<file path="src/design/tarw_defs.svh">
// Constants of the analog reconfiguration write block
// How it works
// Channel address only matters with several channels
// Swing setting 3 bits, pre-emphasis 5 bits
// DC gain 2 bits, equalizer control 4 bits
// User sets all enabled settings before writing
// User sets target channel address before strobe
// Direction code 2'b10 writes transmit settings only
// User checks busy low before new write
// User pulses write strobe for one cycle
// Busy high while transferring, low when done
// User never requests read and write together
// All-channel method needs every setting each write
// Direction allows duplex, transmit only, receive only
// Per-channel addressing preferred for time-critical use
// Busy moves only for calibration or requests
// Inputs captured on edge with strobe high
// Strobe while busy is ignored
`ifndef TARW_DEFS_SVH
`define TARW_DEFS_SVH

// ============================================================
// Field widths
`define TARW_VOD_W       3
`define TARW_PREEMP_W    5
`define TARW_DCGAIN_W    2
`define TARW_EQCTRL_W    4
`define TARW_DATA_W      5
`define TARW_SET_W       14

// ============================================================
// Channel space
`define TARW_CHAN_COUNT  4
`define TARW_CHAN_AW     2

// ============================================================
// Power-up offset cancellation time
`define TARW_CLK_PERIOD_NS 10
`define TARW_OFFCAL_NS     1000
`define TARW_OFFCAL_CYCLES \
  ((`TARW_OFFCAL_NS + `TARW_CLK_PERIOD_NS - 1) / `TARW_CLK_PERIOD_NS)
`define TARW_CNT_W         8

// ============================================================
// Reset values
`define TARW_SET_RST     14'h0000

`endif

</file>
<file path="src/design/tarw_pkg.sv">
// Types shared by the analog reconfiguration write block
`include "tarw_defs.svh"

package tarw_pkg;

  // ============================================================
  // Analog front end settings of one channel
  typedef struct packed {
    logic [`TARW_VOD_W-1:0]    vod;     // Output swing
    logic [`TARW_PREEMP_W-1:0] preemp;  // Pre-emphasis
    logic [`TARW_DCGAIN_W-1:0] dcgain;  // Equalizer DC gain
    logic [`TARW_EQCTRL_W-1:0] eqctrl;  // Equalizer control
  } tarw_setting_s;

  // Direction select codes; 2'b00 is handled as duplex
  typedef enum logic [1:0] {
    TARW_DIR_ZERO   = 2'b00,
    TARW_DIR_RX     = 2'b01,
    TARW_DIR_TX     = 2'b10,
    TARW_DIR_DUPLEX = 2'b11
  } tarw_dir_e;

  // Field pushed to the channel, transmit fields first
  typedef enum logic [1:0] {
    TARW_FLD_VOD    = 2'b00,
    TARW_FLD_PREEMP = 2'b01,
    TARW_FLD_DCGAIN = 2'b10,
    TARW_FLD_EQCTRL = 2'b11
  } tarw_field_e;

  // Controller states
  typedef enum logic [1:0] {
    TARW_ST_CAL    = 2'b00,
    TARW_ST_IDLE   = 2'b01,
    TARW_ST_PUSH   = 2'b10,
    TARW_ST_COMMIT = 2'b11
  } tarw_state_e;

endpackage : tarw_pkg

</file>
<file path="src/design/tarw_chan_mem.sv">
// Per-channel store of the last written analog settings
`timescale 1ns/10ps
`include "tarw_defs.svh"

module tarw_chan_mem
  import tarw_pkg::*;
(
  input  wire logic                      core_clk,
  input  wire logic                      srst,
  input  wire logic                      ce,
  input  wire logic                      wr_en,
  input  wire logic [`TARW_CHAN_AW-1:0]  wr_addr,
  input  wire tarw_setting_s             wr_data,
  input  wire logic [`TARW_CHAN_AW-1:0]  rd_addr,
  output tarw_setting_s                  rd_data
);

  // ============================================================
  // Storage
  tarw_setting_s mem_r [`TARW_CHAN_COUNT];  // Settings per channel
  tarw_setting_s rd_r;                      // Registered read word
  tarw_setting_s rd_nxt;                    // Next read word

  // Read word follows the address one cycle later
  always_comb begin
    rd_nxt = mem_r[rd_addr];
  end

  // Memory has no reset; the controller clears it during calibration
  always_ff @(posedge core_clk) begin
    if (ce && wr_en) begin
      mem_r[wr_addr] <= wr_data;
    end
  end

  // Read register
  always_ff @(posedge core_clk) begin
    if (srst) begin
      rd_r <= `TARW_SET_RST;
    end else if (ce) begin
      rd_r <= rd_nxt;
    end
  end

  assign rd_data = rd_r;

endmodule : tarw_chan_mem

</file>
<file path="src/design/tarw_write_ctrl.sv">
// Write controller pushing analog settings into one channel
`timescale 1ns/10ps
`include "tarw_defs.svh"

module tarw_write_ctrl
  import tarw_pkg::*;
(
  input  wire logic                      core_clk,
  input  wire logic                      srst,
  input  wire logic                      ce,
  input  wire tarw_setting_s             setting_in,
  input  wire logic [`TARW_CHAN_AW-1:0]  chan_addr,
  input  wire logic [1:0]                dir_sel,
  input  wire logic                      write_strobe,
  output logic                           busy,
  output tarw_setting_s                  setting_out,
  output logic                           afe_valid,
  input  wire logic                      afe_ready,
  output logic [`TARW_CHAN_AW-1:0]       afe_chan,
  output logic [1:0]                     afe_field,
  output logic [`TARW_DATA_W-1:0]        afe_data
);

  // ============================================================
  // Helper functions

  // Transmit fields written for this direction
  function automatic logic dir_has_tx(input logic [1:0] d);
    dir_has_tx = (d != TARW_DIR_RX);
  endfunction : dir_has_tx

  // Receive fields written for this direction
  function automatic logic dir_has_rx(input logic [1:0] d);
    dir_has_rx = (d != TARW_DIR_TX);
  endfunction : dir_has_rx

  // First field pushed for a direction
  function automatic logic [1:0] first_field(input logic [1:0] d);
    if (dir_has_tx(d)) begin
      first_field = TARW_FLD_VOD;
    end else begin
      first_field = TARW_FLD_DCGAIN;
    end
  endfunction : first_field

  // Last field pushed for a direction
  function automatic logic [1:0] last_field(input logic [1:0] d);
    if (dir_has_rx(d)) begin
      last_field = TARW_FLD_EQCTRL;
    end else begin
      last_field = TARW_FLD_PREEMP;
    end
  endfunction : last_field

  // Zero-extended value of one field
  function automatic logic [`TARW_DATA_W-1:0] field_value(
    input tarw_setting_s s,
    input logic [1:0]    f
  );
    case (f)
      TARW_FLD_VOD:    field_value = {2'h0, s.vod};
      TARW_FLD_PREEMP: field_value = s.preemp;
      TARW_FLD_DCGAIN: field_value = {3'h0, s.dcgain};
      default:         field_value = {1'h0, s.eqctrl};
    endcase
  endfunction : field_value

  // Address used; a single channel has no address to honour
  function automatic logic [`TARW_CHAN_AW-1:0] eff_addr(
    input logic [`TARW_CHAN_AW-1:0] a
  );
    if (`TARW_CHAN_COUNT == 1) begin
      eff_addr = '0;
    end else begin
      eff_addr = a;
    end
  endfunction : eff_addr

  // ============================================================
  // State
  tarw_state_e                state_r;      // Controller state
  tarw_state_e                state_nxt;
  logic [`TARW_CNT_W-1:0]     cal_cnt_r;    // Calibration timer
  logic [`TARW_CNT_W-1:0]     cal_cnt_nxt;
  tarw_setting_s              cap_set_r;    // Captured settings
  tarw_setting_s              cap_set_nxt;
  logic [`TARW_CHAN_AW-1:0]   cap_addr_r;   // Captured channel
  logic [`TARW_CHAN_AW-1:0]   cap_addr_nxt;
  logic [1:0]                 cap_dir_r;    // Captured direction
  logic [1:0]                 cap_dir_nxt;
  logic [1:0]                 field_r;      // Field being pushed
  logic [1:0]                 field_nxt;
  logic [`TARW_DATA_W-1:0]    data_r;       // Value being pushed
  logic [`TARW_DATA_W-1:0]    data_nxt;

  // Memory port signals
  logic                       mem_wr_en;
  logic [`TARW_CHAN_AW-1:0]   mem_wr_addr;
  tarw_setting_s              mem_wr_data;
  logic [`TARW_CHAN_AW-1:0]   mem_rd_addr;
  tarw_setting_s              mem_rd_data;

  // Calibration end count, sized to the timer
  localparam logic [`TARW_CNT_W-1:0] CAL_LAST =
    `TARW_CNT_W'(`TARW_OFFCAL_CYCLES - 1);

  // ============================================================
  // Next-state logic
  always_comb begin
    state_nxt    = state_r;
    cal_cnt_nxt  = cal_cnt_r;
    cap_set_nxt  = cap_set_r;
    cap_addr_nxt = cap_addr_r;
    cap_dir_nxt  = cap_dir_r;
    field_nxt    = field_r;
    data_nxt     = data_r;
    case (state_r)
      // Power-up offset cancellation; also clears the store
      TARW_ST_CAL: begin
        cal_cnt_nxt = cal_cnt_r + `TARW_CNT_W'(1);
        if (cal_cnt_r == CAL_LAST) begin
          state_nxt = TARW_ST_IDLE;
        end
      end
      // Wait for a write; only the strobe leaves here
      TARW_ST_IDLE: begin
        if (write_strobe) begin
          cap_set_nxt  = setting_in;
          cap_addr_nxt = eff_addr(chan_addr);
          cap_dir_nxt  = dir_sel;
          field_nxt    = first_field(dir_sel);
          data_nxt     = field_value(setting_in, first_field(dir_sel));
          state_nxt    = TARW_ST_PUSH;
        end
      end
      // One field per accepted handshake; strobes are not looked at
      TARW_ST_PUSH: begin
        if (afe_ready) begin
          if (field_r == last_field(cap_dir_r)) begin
            state_nxt = TARW_ST_COMMIT;
          end else begin
            field_nxt = field_r + 2'h1;
            data_nxt  = field_value(cap_set_r, field_r + 2'h1);
          end
        end
      end
      // Record the new settings, then release busy
      default: begin
        state_nxt = TARW_ST_IDLE;
      end
    endcase
  end

  // ============================================================
  // State registers
  always_ff @(posedge core_clk) begin
    if (srst) begin
      state_r    <= TARW_ST_CAL;
      cal_cnt_r  <= '0;
      cap_set_r  <= `TARW_SET_RST;
      cap_addr_r <= '0;
      cap_dir_r  <= TARW_DIR_DUPLEX;
      field_r    <= TARW_FLD_VOD;
      data_r     <= '0;
    end else if (ce) begin
      state_r    <= state_nxt;
      cal_cnt_r  <= cal_cnt_nxt;
      cap_set_r  <= cap_set_nxt;
      cap_addr_r <= cap_addr_nxt;
      cap_dir_r  <= cap_dir_nxt;
      field_r    <= field_nxt;
      data_r     <= data_nxt;
    end
  end

  // ============================================================
  // Settings store port control
  always_comb begin
    mem_wr_en   = 1'b0;
    mem_wr_addr = cap_addr_r;
    mem_wr_data = mem_rd_data;
    // Readback follows the live address while idle
    if (state_r == TARW_ST_IDLE) begin
      mem_rd_addr = eff_addr(chan_addr);
    end else begin
      mem_rd_addr = cap_addr_r;
    end
    if (state_r == TARW_ST_CAL) begin
      // Walk every channel 25 times so readback is defined
      mem_wr_en   = 1'b1;
      mem_wr_addr = cal_cnt_r[`TARW_CHAN_AW-1:0];
      mem_wr_data = `TARW_SET_RST;
    end else if (state_r == TARW_ST_COMMIT) begin
      // Old word was read at least two cycles ago; keep untouched half
      mem_wr_en = 1'b1;
      if (dir_has_tx(cap_dir_r)) begin
        mem_wr_data.vod    = cap_set_r.vod;
        mem_wr_data.preemp = cap_set_r.preemp;
      end
      if (dir_has_rx(cap_dir_r)) begin
        mem_wr_data.dcgain = cap_set_r.dcgain;
        mem_wr_data.eqctrl = cap_set_r.eqctrl;
      end
    end
  end

  // Settings store with registered read
  tarw_chan_mem u_mem (
    .core_clk (core_clk),
    .srst     (srst),
    .ce       (ce),
    .wr_en    (mem_wr_en),
    .wr_addr  (mem_wr_addr),
    .wr_data  (mem_wr_data),
    .rd_addr  (mem_rd_addr),
    .rd_data  (mem_rd_data)
  );

  // ============================================================
  // Outputs
  assign busy        = (state_r != TARW_ST_IDLE);
  assign afe_valid   = (state_r == TARW_ST_PUSH);
  assign afe_chan    = cap_addr_r;
  assign afe_field   = field_r;
  assign afe_data    = data_r;
  assign setting_out = mem_rd_data;

endmodule : tarw_write_ctrl

</file>
<file path="config.mk">
export PLATFORM = sky130hd
export DESIGN_NAME = tarw_write_ctrl
export DESIGN_NICKNAME = d
export VERILOG_FILES = /design/src/design/tarw_pkg.sv /design/src/design/tarw_chan_mem.sv /design/src/design/tarw_write_ctrl.sv
export VERILOG_INCLUDE_DIRS = /design/src /design/src/design
export SDC_FILE = /design/constraint.sdc
export NUM_CORES = 1
export LEC_CHECK = 0
export BUFFER_PORTS_ARGS = -buffer_cell sky130_fd_sc_hd__buf_2
export CAP_MARGIN = 20
export CORE_ASPECT_RATIO = 1.5
export CORE_MARGIN = 2
export CORE_UTILIZATION = 50
export DETAILED_ROUTE_END_ITERATION = 10
export PLACE_DENSITY = 0.77
export SLEW_MARGIN = 20
export SYNTH_ARGS = -nofsm -noshare
export SYNTH_HDL_FRONTEND = slang
export SYNTH_SLANG_ARGS = --single-unit
</file>
<file path="constraint.sdc">
create_clock -name core_clk -period 5.9 [get_ports core_clk]
set_input_delay 1.77 -clock core_clk [delete_from_list [all_inputs] [get_ports core_clk]]
set_output_delay 1.77 -clock core_clk [all_outputs]
set_load 0.02 [all_outputs]
</file>
==> results of run 1 <==
## logic make-up after synthesis
family                     Yosys count  share of synthesized area [%]
muxes                               53                           16.4
adders and majority gates           10                           2.80
and+or+nand+nor                    120                           11.4
AOI/OAI and AO/OA                   39                           5.43
DFF                                105                           59.6
buffers and inverters               26                           2.91
xor gates and xnor gates             7                           1.37
## worst paths after layout
kind / depth (start not counted) / from / slack (ns) / endpoint
setup / recovery: 4 / ce / 2.41 / u_mem.mem_r[3][12]$_DFFE_PP_
hold / removal: 2 / afe_data[3]$_SDFFE_PP0P_ / 0.47 / afe_data[3]$_SDFFE_PP0P_
setup reg to reg: 5 / state_r[0]$_SDFFE_PP0P_ / 3.10 / u_mem.mem_r[3][12]$_DFFE_PP_
hold reg to reg: 2 / afe_data[3]$_SDFFE_PP0P_ / 0.47 / afe_data[3]$_SDFFE_PP0P_
## synth_stat cells, drive strengths merged, types with 3 or more instances
cell and number:
a211oi 3, a21oi 20, buf 7, clkbuf 10, dfxtp 49, edfxtp 56, ha 10, inv 9
mux2i 38, mux4 14, nand2 44, nand2b 6, nand3 6, nor2 53, o21ai 5, xnor2 4
xor2 3
## final cells by class
type / instances / area [um^2] / area share [%]
clock buffers: 9 / 225 / 4.43
clock inverters: 7 / 104 / 2.04
well taps: 110 / 138 / 2.71
repair buffers: 48 / 243 / 4.77
flip-flops and latches: 105 / 2660 / 52.3
multi-input cells: 229 / 1680 / 33.1
inverters: 9 / 33.8 / 0.664
## where the power goes
group	switching, mW	internal, mW	total [mW]
clock	0.270	0.376	0.646
combinational	0.0445	0.0304	0.0749
sequential	0.0113	0.786	0.797
## worst max-delay path, cell delays in order
cell      delay [ns]
buf_2           0.45
nor2b_1         0.28
nand2b_1        0.11
nor2_1          0.83
## layer usage
| metal | wire length, um | vias up | share of wire (%) |
|---|---|---|---|
| met5 | 0 | - | 0 |
| met3 | 357 | 6 | 3.9 |
| met4 | 79 | 0 | 0.86 |
| li1 | - | 1378 | - |
| met2 | 4730 | 70 | 52 |
| met1 | 3990 | 1414 | 44 |
## through the flow
stage                     util, %  hold WS (ns)  instances  instance area, um^2  setup slack [ns]
after floorplan                 -         0.444        360                 4470              2.68
after global placement       54.1         0.455        501                 4750              2.09
after detailed placement     54.1         0.469        501                 4750              1.98
after CTS                    57.9         0.479        517                 5080              2.31
after global routing         58.0         0.511        517                 5090              2.30
final                        58.0         0.474        517                 5090              2.41
## registers in the layout (all words and copies together), names as in the netlist
name	cells
cal_cnt_r	8
cap_dir_r	2
afe_data	5
u_mem.mem_r	56
afe_chan	2
afe_field	2
state_r	2
cap_set_r	14
u_mem.rd_data	14
==> results.yml, run 1 <==
status:
  outcome: "finished, final reports clean"
layout:
  num_antenna_cells: 0
  fillers: 683
  area_growth_pct: 13.9
  fin_nets: 435
  layout-drive-gt1-share_pct: 20.4
  mostFrequentLayoutCell: "edfxtp_1"
  layout_common_cells: "56 x edfxtp_1, 50 x nor2_1, 49 x dfxtp_1, 47 x buf_2, 44 x nand2_1"
route:
  routed_wl_um: 9160
  ant_nets: 0
  num_vias: 2868
  drc: 0
  routedWlPerCell_um: 17.7
  vias_per_cell: 5.55
  drtIter0Drc: 209
  firstDrtPassIters: 4
clock_tree:
  cts_tree: "yes"
  clkLatencyLatePin_ns: 0.34
  cts_buffer_depth: 2
  clkSinkCount: 105
  clockRootBuffer: "clkbuf_16"
  postCtsSetupRepairBufs: 0
  clk_pin_slew_ns: 0.08
  cts_made_buffers: 9
  post_cts_resized: 0
  post_cts_hold_buffer_count: 0
  htreeDepth: 3
floorplanning:
  dieArea_mm2: 0.00972
  die_width_um: 81.2
  placementRows: 42
  io_pins: 48
  initial_core_util_pct: 50.9
  core_mm2: 0.00878
  fp.dieH_um: 120
grt:
  grt_antenna_before_repair: 0
  grt_pass1_wl_um: 14600
  grt.overflow.total: 0
  grtUsageTotal_pct: 20.2
  globalRouteMet1Util_pct: 25.8
  globalRouteMet2Util_pct: 33.1
  globalRouteMet3Util_pct: 2.63
  grt_max_degree: 50
  first_global_vias: 2890
  busiest_layer: "met2"
yosys:
  yosys-top-cells-area: "edfxtp_1 38%, dfxtp_1 22%, mux2i_1 8.3%"
  yosys_warnings: 0
  syn_nets: 393
  synth_top_flop_cell: "edfxtp_1"
  synth_edf_count: 56
  synth-seq-cells: 105
  synth_cells: 360
  synth_top_cell_area_share_pct: 37.6
  async_flop_share_pct: 0
  synth_top_area_cell: "edfxtp_1"
  seq_area_frac_synth_pct: 59.6
  yosysUniqueCellTypes: 44
  synth_area_per_cell_um2: 12.4
  syn_area_mm2: 0.00447
sta:
  worst_pin_slew_ns: 1.08
  rsz0062_at_grt: "false"
  setup_violations: 0
  relSlewSlack_pct: 27.5
  finalCritPeriodShare_pct: 59.2
  fin_crit_ns: 3.49
  hold_viol: 0
  setup_tns_ns: 0
  fin_worst_skew_ns: 0.0102
  final_max_slew_viol_count: 0
  max_freq_mhz: 286
worst_setup_path:
  end_kind: "flip-flop"
  path_class: "input pin to flip-flop"
  worstPathRequired_ns: 5.86
  critPathLaunchType: "input pin"
  critPathMaxFanout: 20
  arrival_ns: 3.45
min_path:
  hold_class: "flip-flop to flip-flop"
power_and_ir_drop:
  vdd_ir_drop_max_v: 0.000203
  power_mw: 1.52
  leakagePower_nw: 2.05
  power_density_mw_per_mm2: 298
job:
  maxCapViolCount: 0
placement:
  dp_hpwl_um: 6620
  port_buffers: 47
  gp_congestion: 0.828
Power figures use the tool's default switching activity.
==> run 2: changes to the inputs <==
--- a/config.mk
+++ b/config.mk
@@ -6,13 +6,14 @@
 export SDC_FILE = /design/constraint.sdc
 export NUM_CORES = 1
 export LEC_CHECK = 0
+export ABC_AREA = 1
 export BUFFER_PORTS_ARGS = -buffer_cell sky130_fd_sc_hd__buf_2
 export CAP_MARGIN = 20
 export CORE_ASPECT_RATIO = 1.5
 export CORE_MARGIN = 2
 export CORE_UTILIZATION = 50
 export DETAILED_ROUTE_END_ITERATION = 10
-export PLACE_DENSITY = 0.77
+export PLACE_DENSITY = 0.76
 export SLEW_MARGIN = 20
 export SYNTH_ARGS = -nofsm -noshare
 export SYNTH_HDL_FRONTEND = slang
==> constraint.sdc (replaced) <==
create_clock -name core_clk -period 3.6 [get_ports core_clk]
set_input_delay 1.08 -clock core_clk [delete_from_list [all_inputs] [get_ports core_clk]]
set_output_delay 1.08 -clock core_clk [all_outputs]
set_load 0.02 [all_outputs]
==> run 2 against run 1 <==
Design area is 7.8% higher. Register-to-register slack worse by 1.8 ns. Clock power is 47% higher. Highest routed layer unchanged. Global-route usage is 1.2 points higher.
==> results.yml, run 2 <==
clock_tree:
  post_cts_resized: 0
  clkLatencyLatePin_ns: 0.34
  clkSinkCount: 105
  clockRootBuffer: "clkbuf_16"
  clk_pin_slew_ns: 0.07
  cts_tree: "yes"
  post_cts_hold_buffer_count: 0
  cts_made_buffers: 9
  cts_buffer_depth: 2
  postCtsSetupRepairBufs: 0
  htreeDepth: 3
yosys:
  post-synth-top-count-cell: "inv_1"
  seq_area_frac_synth_pct: 54.5
  synth_area_per_cell_um2: 8.82
  yosys-top-cells-area: "edfxtp_1 34%, dfxtp_1 20%, inv_1 7.5%"
  yosysUniqueCellTypes: 29
  synth_top_cell_area_share_pct: 34.4
  synth-seq-cells: 105
  synth_edf_count: 56
  synth_top_area_cell: "edfxtp_1"
  yosys_warnings: 0
  async_flop_share_pct: 0
  ys_top_cells_by_count: "98 x inv_1, 93 x nand2_1, 56 x a21oi_1, 56 x edfxtp_1, 49 x dfxtp_1"
  syn_nets: 587
  synth_top_flop_cell: "edfxtp_1"
  synth_cells: 554
  syn_area_mm2: 0.00489
sta:
  fin_crit_ns: 2.59
  setup_tns_ns: 0
  max_freq_mhz: 386
  hold_viol: 0
  relSlewSlack_pct: 39.0
  setup_violations: 0
  rsz0062_at_grt: "false"
  final_max_slew_viol_count: 0
  finalCritPeriodShare_pct: 71.9
  worst_pin_slew_ns: 0.915
  fin_worst_skew_ns: 0.00625
worst_setup_path:
  worstReg2RegEnd: "u_mem.rd_data[1]$_SDFFE_PP0P_"
  cpPeakStageDelay_ns: 0.45
  endpoint: "afe_valid"
  worstPathRequired_ns: 2.52
  cp_cell_sequence: "inv_1, ha_1, buf_2"
  path_buf_inv: 2
  arrival_ns: 1.51
  slowest_stage: "ha_1"
  critPathMaxFanout: 10
  crit_start: "state_r[0]$_SDFFE_PP0P_"
  end_kind: "output port"
  rrSetupSlack_ns: 1.27
  worstReg2RegStart: "state_r[1]$_SDFFE_PP0P_"
  cp_num_cells: 3
  crit_family: "adder cells"
  reg2reg_depth: 9
  critPathLaunchType: "flip-flop"
  path_class: "flip-flop to output port"
floorplanning:
  initial_core_util_pct: 51.0
  die_width_um: 84.7
  fp.dieH_um: 125
  core_mm2: 0.00958
  io_pins: 48
  dieArea_mm2: 0.0106
  placementRows: 44
power_and_ir_drop:
  swShare_pct: 27.2
  seqPwrFrac_pct: 50.7
  leakagePower_nw: 2.36
  clock_power_share_pct: 34.1
  power.internal_mw: 2.03
  power.switching_mw: 0.758
  power_density_mw_per_mm2: 509
  pwr-share-comb_pct: 15.3
  vdd_ir_drop_max_v: 0.000336
grt:
  grt_antenna_before_repair: 0
  grt_pass1_wl_um: 18000
  grt_max_degree: 57
  grtUsageTotal_pct: 21.4
  grt.overflow.total: 0
  first_global_vias: 3851
layout:
  layout_common_cells: "98 x inv_1, 93 x nand2_1, 56 x a21oi_1, 56 x edfxtp_1, 49 x dfxtp_1"
  fillers: 863
  area_growth_pct: 12.3
  num_antenna_cells: 0
  layout-drive-gt1-share_pct: 16.4
  fin_nets: 631
  largest-register: "u_mem.mem_r"
  mostFrequentLayoutCell: "inv_1"
  utilization_pct: 57.3
  largest_register_ffs: 56
placement:
  port_buffers: 47
  gp_congestion: 0.870
  dp_hpwl_um: 7850
route:
  drtIter0Drc: 273
  drc: 0
  firstDrtPassIters: 5
  routedWlPerCell_um: 15.3
  routed_wl_um: 11000
  vias_per_cell: 5.34
  num_vias: 3834
  ant_nets: 0
min_path:
  hold_class: "flip-flop to flip-flop"
status:
  outcome: "finished, final reports clean"
job:
  maxCapViolCount: 0
[run 2: cell count changes in the layout (fill, tap and decap cells not counted), moves of 4 or more]
cell      delta
nand2_1     +49
xnor2_1      -4
mux4_1       -4
mux4_2      -10
o211ai_2    +14
nand2b_1     -6
mux2i_1     -37
o21ai_1      +6
inv_1       +90
a21oi_1     +36
o21ai_0     +44
nand4_1      +6
buf_4        +8
nand3_1     +19
[run 2: logic make-up (layout without fill, tap and decap cells)]
group	after synthesis	count (layout)	share of synthesized area (%)
xor gates and xnor gates	1	1	0.179
DFF	105	105	54.5
and+or+nand+nor	181	181	15.5
AOI/OAI and AO/OA	132	132	16.1
adders and majority gates	10	10	2.56
buffers and inverters	125	174	11.2
[run 2: worst min path at each step]
stage / from / to / slack, ns / depth (start not counted)
2_1_floorplan: cap_set_r[5]$_SDFFE_PP0P_ / cap_set_r[5]$_SDFFE_PP0P_ / 0.44 / 2
3_3_place_gp: cap_set_r[4]$_SDFFE_PP0P_ / cap_set_r[4]$_SDFFE_PP0P_ / 0.46 / 2
3_5_place_dp: cap_set_r[4]$_SDFFE_PP0P_ / cap_set_r[4]$_SDFFE_PP0P_ / 0.47 / 2
4_1_cts: cap_set_r[4]$_SDFFE_PP0P_ / cap_set_r[4]$_SDFFE_PP0P_ / 0.48 / 2
5_1_grt: cap_set_r[4]$_SDFFE_PP0P_ / cap_set_r[4]$_SDFFE_PP0P_ / 0.50 / 2
6_report: cap_set_r[4]$_SDFFE_PP0P_ / cap_set_r[4]$_SDFFE_PP0P_ / 0.48 / 2
[run 2: power by group through the flow]
| stage | clock network, mW | logic [mW] | registers, mW |
|---|---|---|---|
| global placement | 0 | 0.412 | 1.44 |
| global route | 1.01 | 0.475 | 1.42 |
| detailed placement | 0 | 0.423 | 1.44 |
| floorplan | 0 | 0.272 | 1.46 |
| finish | 0.951 | 0.427 | 1.41 |
| CTS | 0.957 | 0.428 | 1.41 |
[run 2: area by class of cell]
cell class | count | area, um^2 | area share [%]
flip-flops and latches | 105 | 2660 | 48.5
multi-input cells | 324 | 1680 | 30.7
inverters | 101 | 382 | 6.96
repair buffers | 57 | 323 | 5.89
clock buffers | 13 | 270 | 4.93
well taps | 115 | 144 | 2.62
clock inverters | 3 | 22.5 | 0.411
[run 2: worst min-delay path: cells and delay by family, from the launching register on]
family / cells / cell delay, ns
flops: 1 / 0.31
buf+inv: 1 / 0.07
compound gates: 1 / 0.06
[run 2: metrics by stage]
stage / worst slack [ns] / std cells / area [um^2] / power [mW] / hold WS, ns
3_3_place_gp: 1.13 / 702 / 5190 / 1.85 / 0.460
4_1_cts: 1.04 / 718 / 5480 / 2.80 / 0.482
6_report: 1.01 / 718 / 5490 / 2.79 / 0.481
3_5_place_dp: 1.08 / 702 / 5190 / 1.86 / 0.472
2_1_floorplan: 1.02 / 554 / 4890 / 1.73 / 0.436
5_1_grt: 0.988 / 718 / 5490 / 2.91 / 0.502
[run 2: metal layers]
layer  GRT usage, %  routed length, um  vias up
li1               -                  -     1899
met1           23.4               4290     1799
met3           2.71                428       28
met5              0                  0        -
met4           10.6                373        0
met2           39.8               5920      108
==> run 3: changes to the inputs <==
==> constraint.sdc (replaced) <==
create_clock -name core_clk -period 2.7 [get_ports core_clk]
set_input_delay 0.81 -clock core_clk [delete_from_list [all_inputs] [get_ports core_clk]]
set_output_delay 0.81 -clock core_clk [all_outputs]
set_load 0.02 [all_outputs]
==> run 3 against run 2 <==
Total power rose by 38%. Sequential power up 34%. First-iteration DRC count up 51%. Largest cell class unchanged. Largest power group unchanged.
==> results.yml, run 3 (same netlist as run 2, synthesis figures left out) <==
route:
  routed_wl_um: 10900
  firstDrtPassIters: 5
  drc: 0
  routedWlPerCell_um: 15.2
  ant_nets: 0
  vias_per_cell: 5.28
  drtIter0Drc: 413
  num_vias: 3799
floorplanning:
  dieArea_mm2: 0.0106
  die_width_um: 84.7
  initial_core_util_pct: 51.0
  placementRows: 44
  io_pins: 48
  core_mm2: 0.00958
  fp.dieH_um: 125
grt:
  busiest_layer: "met2"
  grt.overflow.total: 0
  grt_pass1_wl_um: 17700
  globalRouteMet1Util_pct: 25.7
  globalRouteMet3Util_pct: 3.76
  grtUsageTotal_pct: 21.4
  grt_max_degree: 57
  grt_antenna_before_repair: 0
  first_global_vias: 3642
  globalRouteMet2Util_pct: 37.0
worst_setup_path:
  reg2reg_depth: 8
  end_kind: "output port"
  path_class: "flip-flop to output port"
  critPathMaxFanout: 10
  cp_cell_sequence: "inv_1, ha_1, buf_2"
  path_buf_inv: 2
  critPathLaunchType: "flip-flop"
  crit_family: "adder cells"
  cpPeakStageDelay_ns: 0.44
  worstPathRequired_ns: 1.89
  arrival_ns: 1.52
  slowest_stage: "ha_1"
  cp_num_cells: 3
sta:
  hold_ws_ns: 0.476
  fin_crit_ns: 2.33
  relSlewSlack_pct: 50.0
  finalCritPeriodShare_pct: 86.4
  final_max_slew_viol_count: 0
  fin_worst_skew_ns: 0.00628
  setup_violations: 0
  max_freq_mhz: 429
  rsz0062_at_grt: "false"
  setup_tns_ns: 0
  worst_slack_ns: 0.368
  hold_viol: 0
  worst_pin_slew_ns: 0.747
layout:
  num_antenna_cells: 0
  area_growth_pct: 13.3
  largest-register: "u_mem.mem_r"
  mostFrequentLayoutCell: "inv_1"
  layout_common_cells: "98 x inv_1, 93 x nand2_1, 56 x a21oi_1, 56 x edfxtp_1, 49 x dfxtp_1"
  largest_register_ffs: 56
  stdcell_count: 720
  fin_nets: 633
  fillers: 845
  layout-drive-gt1-share_pct: 16.4
clock_tree:
  post_cts_resized: 0
  cts_tree: "yes"
  postCtsSetupRepairBufs: 0
  cts_buffer_depth: 2
  clockRootBuffer: "clkbuf_16"
  clkSinkCount: 105
  clkLatencyLatePin_ns: 0.35
  post_cts_hold_buffer_count: 0
  cts_made_buffers: 9
  htreeDepth: 3
  clk_pin_slew_ns: 0.06
power_and_ir_drop:
  power_density_mw_per_mm2: 698
  leakagePower_nw: 2.37
  vdd_ir_drop_max_v: 0.000390
  power_mw: 3.86
placement:
  dp_cells: 704
  port_buffers: 47
  dp_hpwl_um: 7930
  gp_congestion: 0.895
  dpl_worst_slack_ns: 0.417
job:
  maxCapViolCount: 0
status:
  outcome: "finished, final reports clean"
min_path:
  hold_depth: 2
  hold_class: "flip-flop to flip-flop"
-- run 3: layout make-up --
class                   instances  area (um^2)  area share, %
flip-flops and latches        105         2660           48.1
clock buffers                  12          246           4.45
well taps                     115          144           2.60
multi-input cells             324         1690           30.5
repair buffers                 59          338           6.10
inverters                     101          382           6.90
clock inverters                 4         76.3           1.38
-- run 3: worst reg2reg max path, cell delays in order, from the launching register on --
cell     delay [ns]
dfxtp_1        0.35
inv_1          0.12
ha_1           0.27
inv_1          0.24
or2_2          0.34
o21ai_0        0.15
inv_1          0.10
nor2_1         0.10
buf_4          0.24
-- run 3: power by group --
| part | internal, mW | switching [mW] |
|---|---|---|
| combinational | 0.182 | 0.386 |
| clock | 0.840 | 0.560 |
| sequential | 1.83 | 0.0635 |
-- run 3: worst paths after layout --
path / from / to / slack, ns
worst max register to register: state_r[0]$_SDFFE_PP0P_ / u_mem.mem_r[1][3]$_DFFE_PP_ / 0.47
worst max-delay path: state_r[0]$_SDFFE_PP0P_ / afe_valid / 0.37
worst min-delay path: cap_set_r[5]$_SDFFE_PP0P_ / cap_set_r[5]$_SDFFE_PP0P_ / 0.48
worst min register to register: cap_set_r[5]$_SDFFE_PP0P_ / cap_set_r[5]$_SDFFE_PP0P_ / 0.48
-- run 3: metal layers --
metal | wire (um) | share of wire [%]
met2 | 5660 | 52
met3 | 481 | 4.4
met5 | 0 | 0
met1 | 4470 | 41
met4 | 308 | 2.8
-- run 3: per-stage QoR --
stage / instance area (um^2) / utilization [%]
global route: 5530 / 57.8
global placement: 5200 / 54.3
CTS: 5530 / 57.7
finish: 5530 / 57.8
floorplan: 4890 / -
detailed placement: 5200 / 54.3
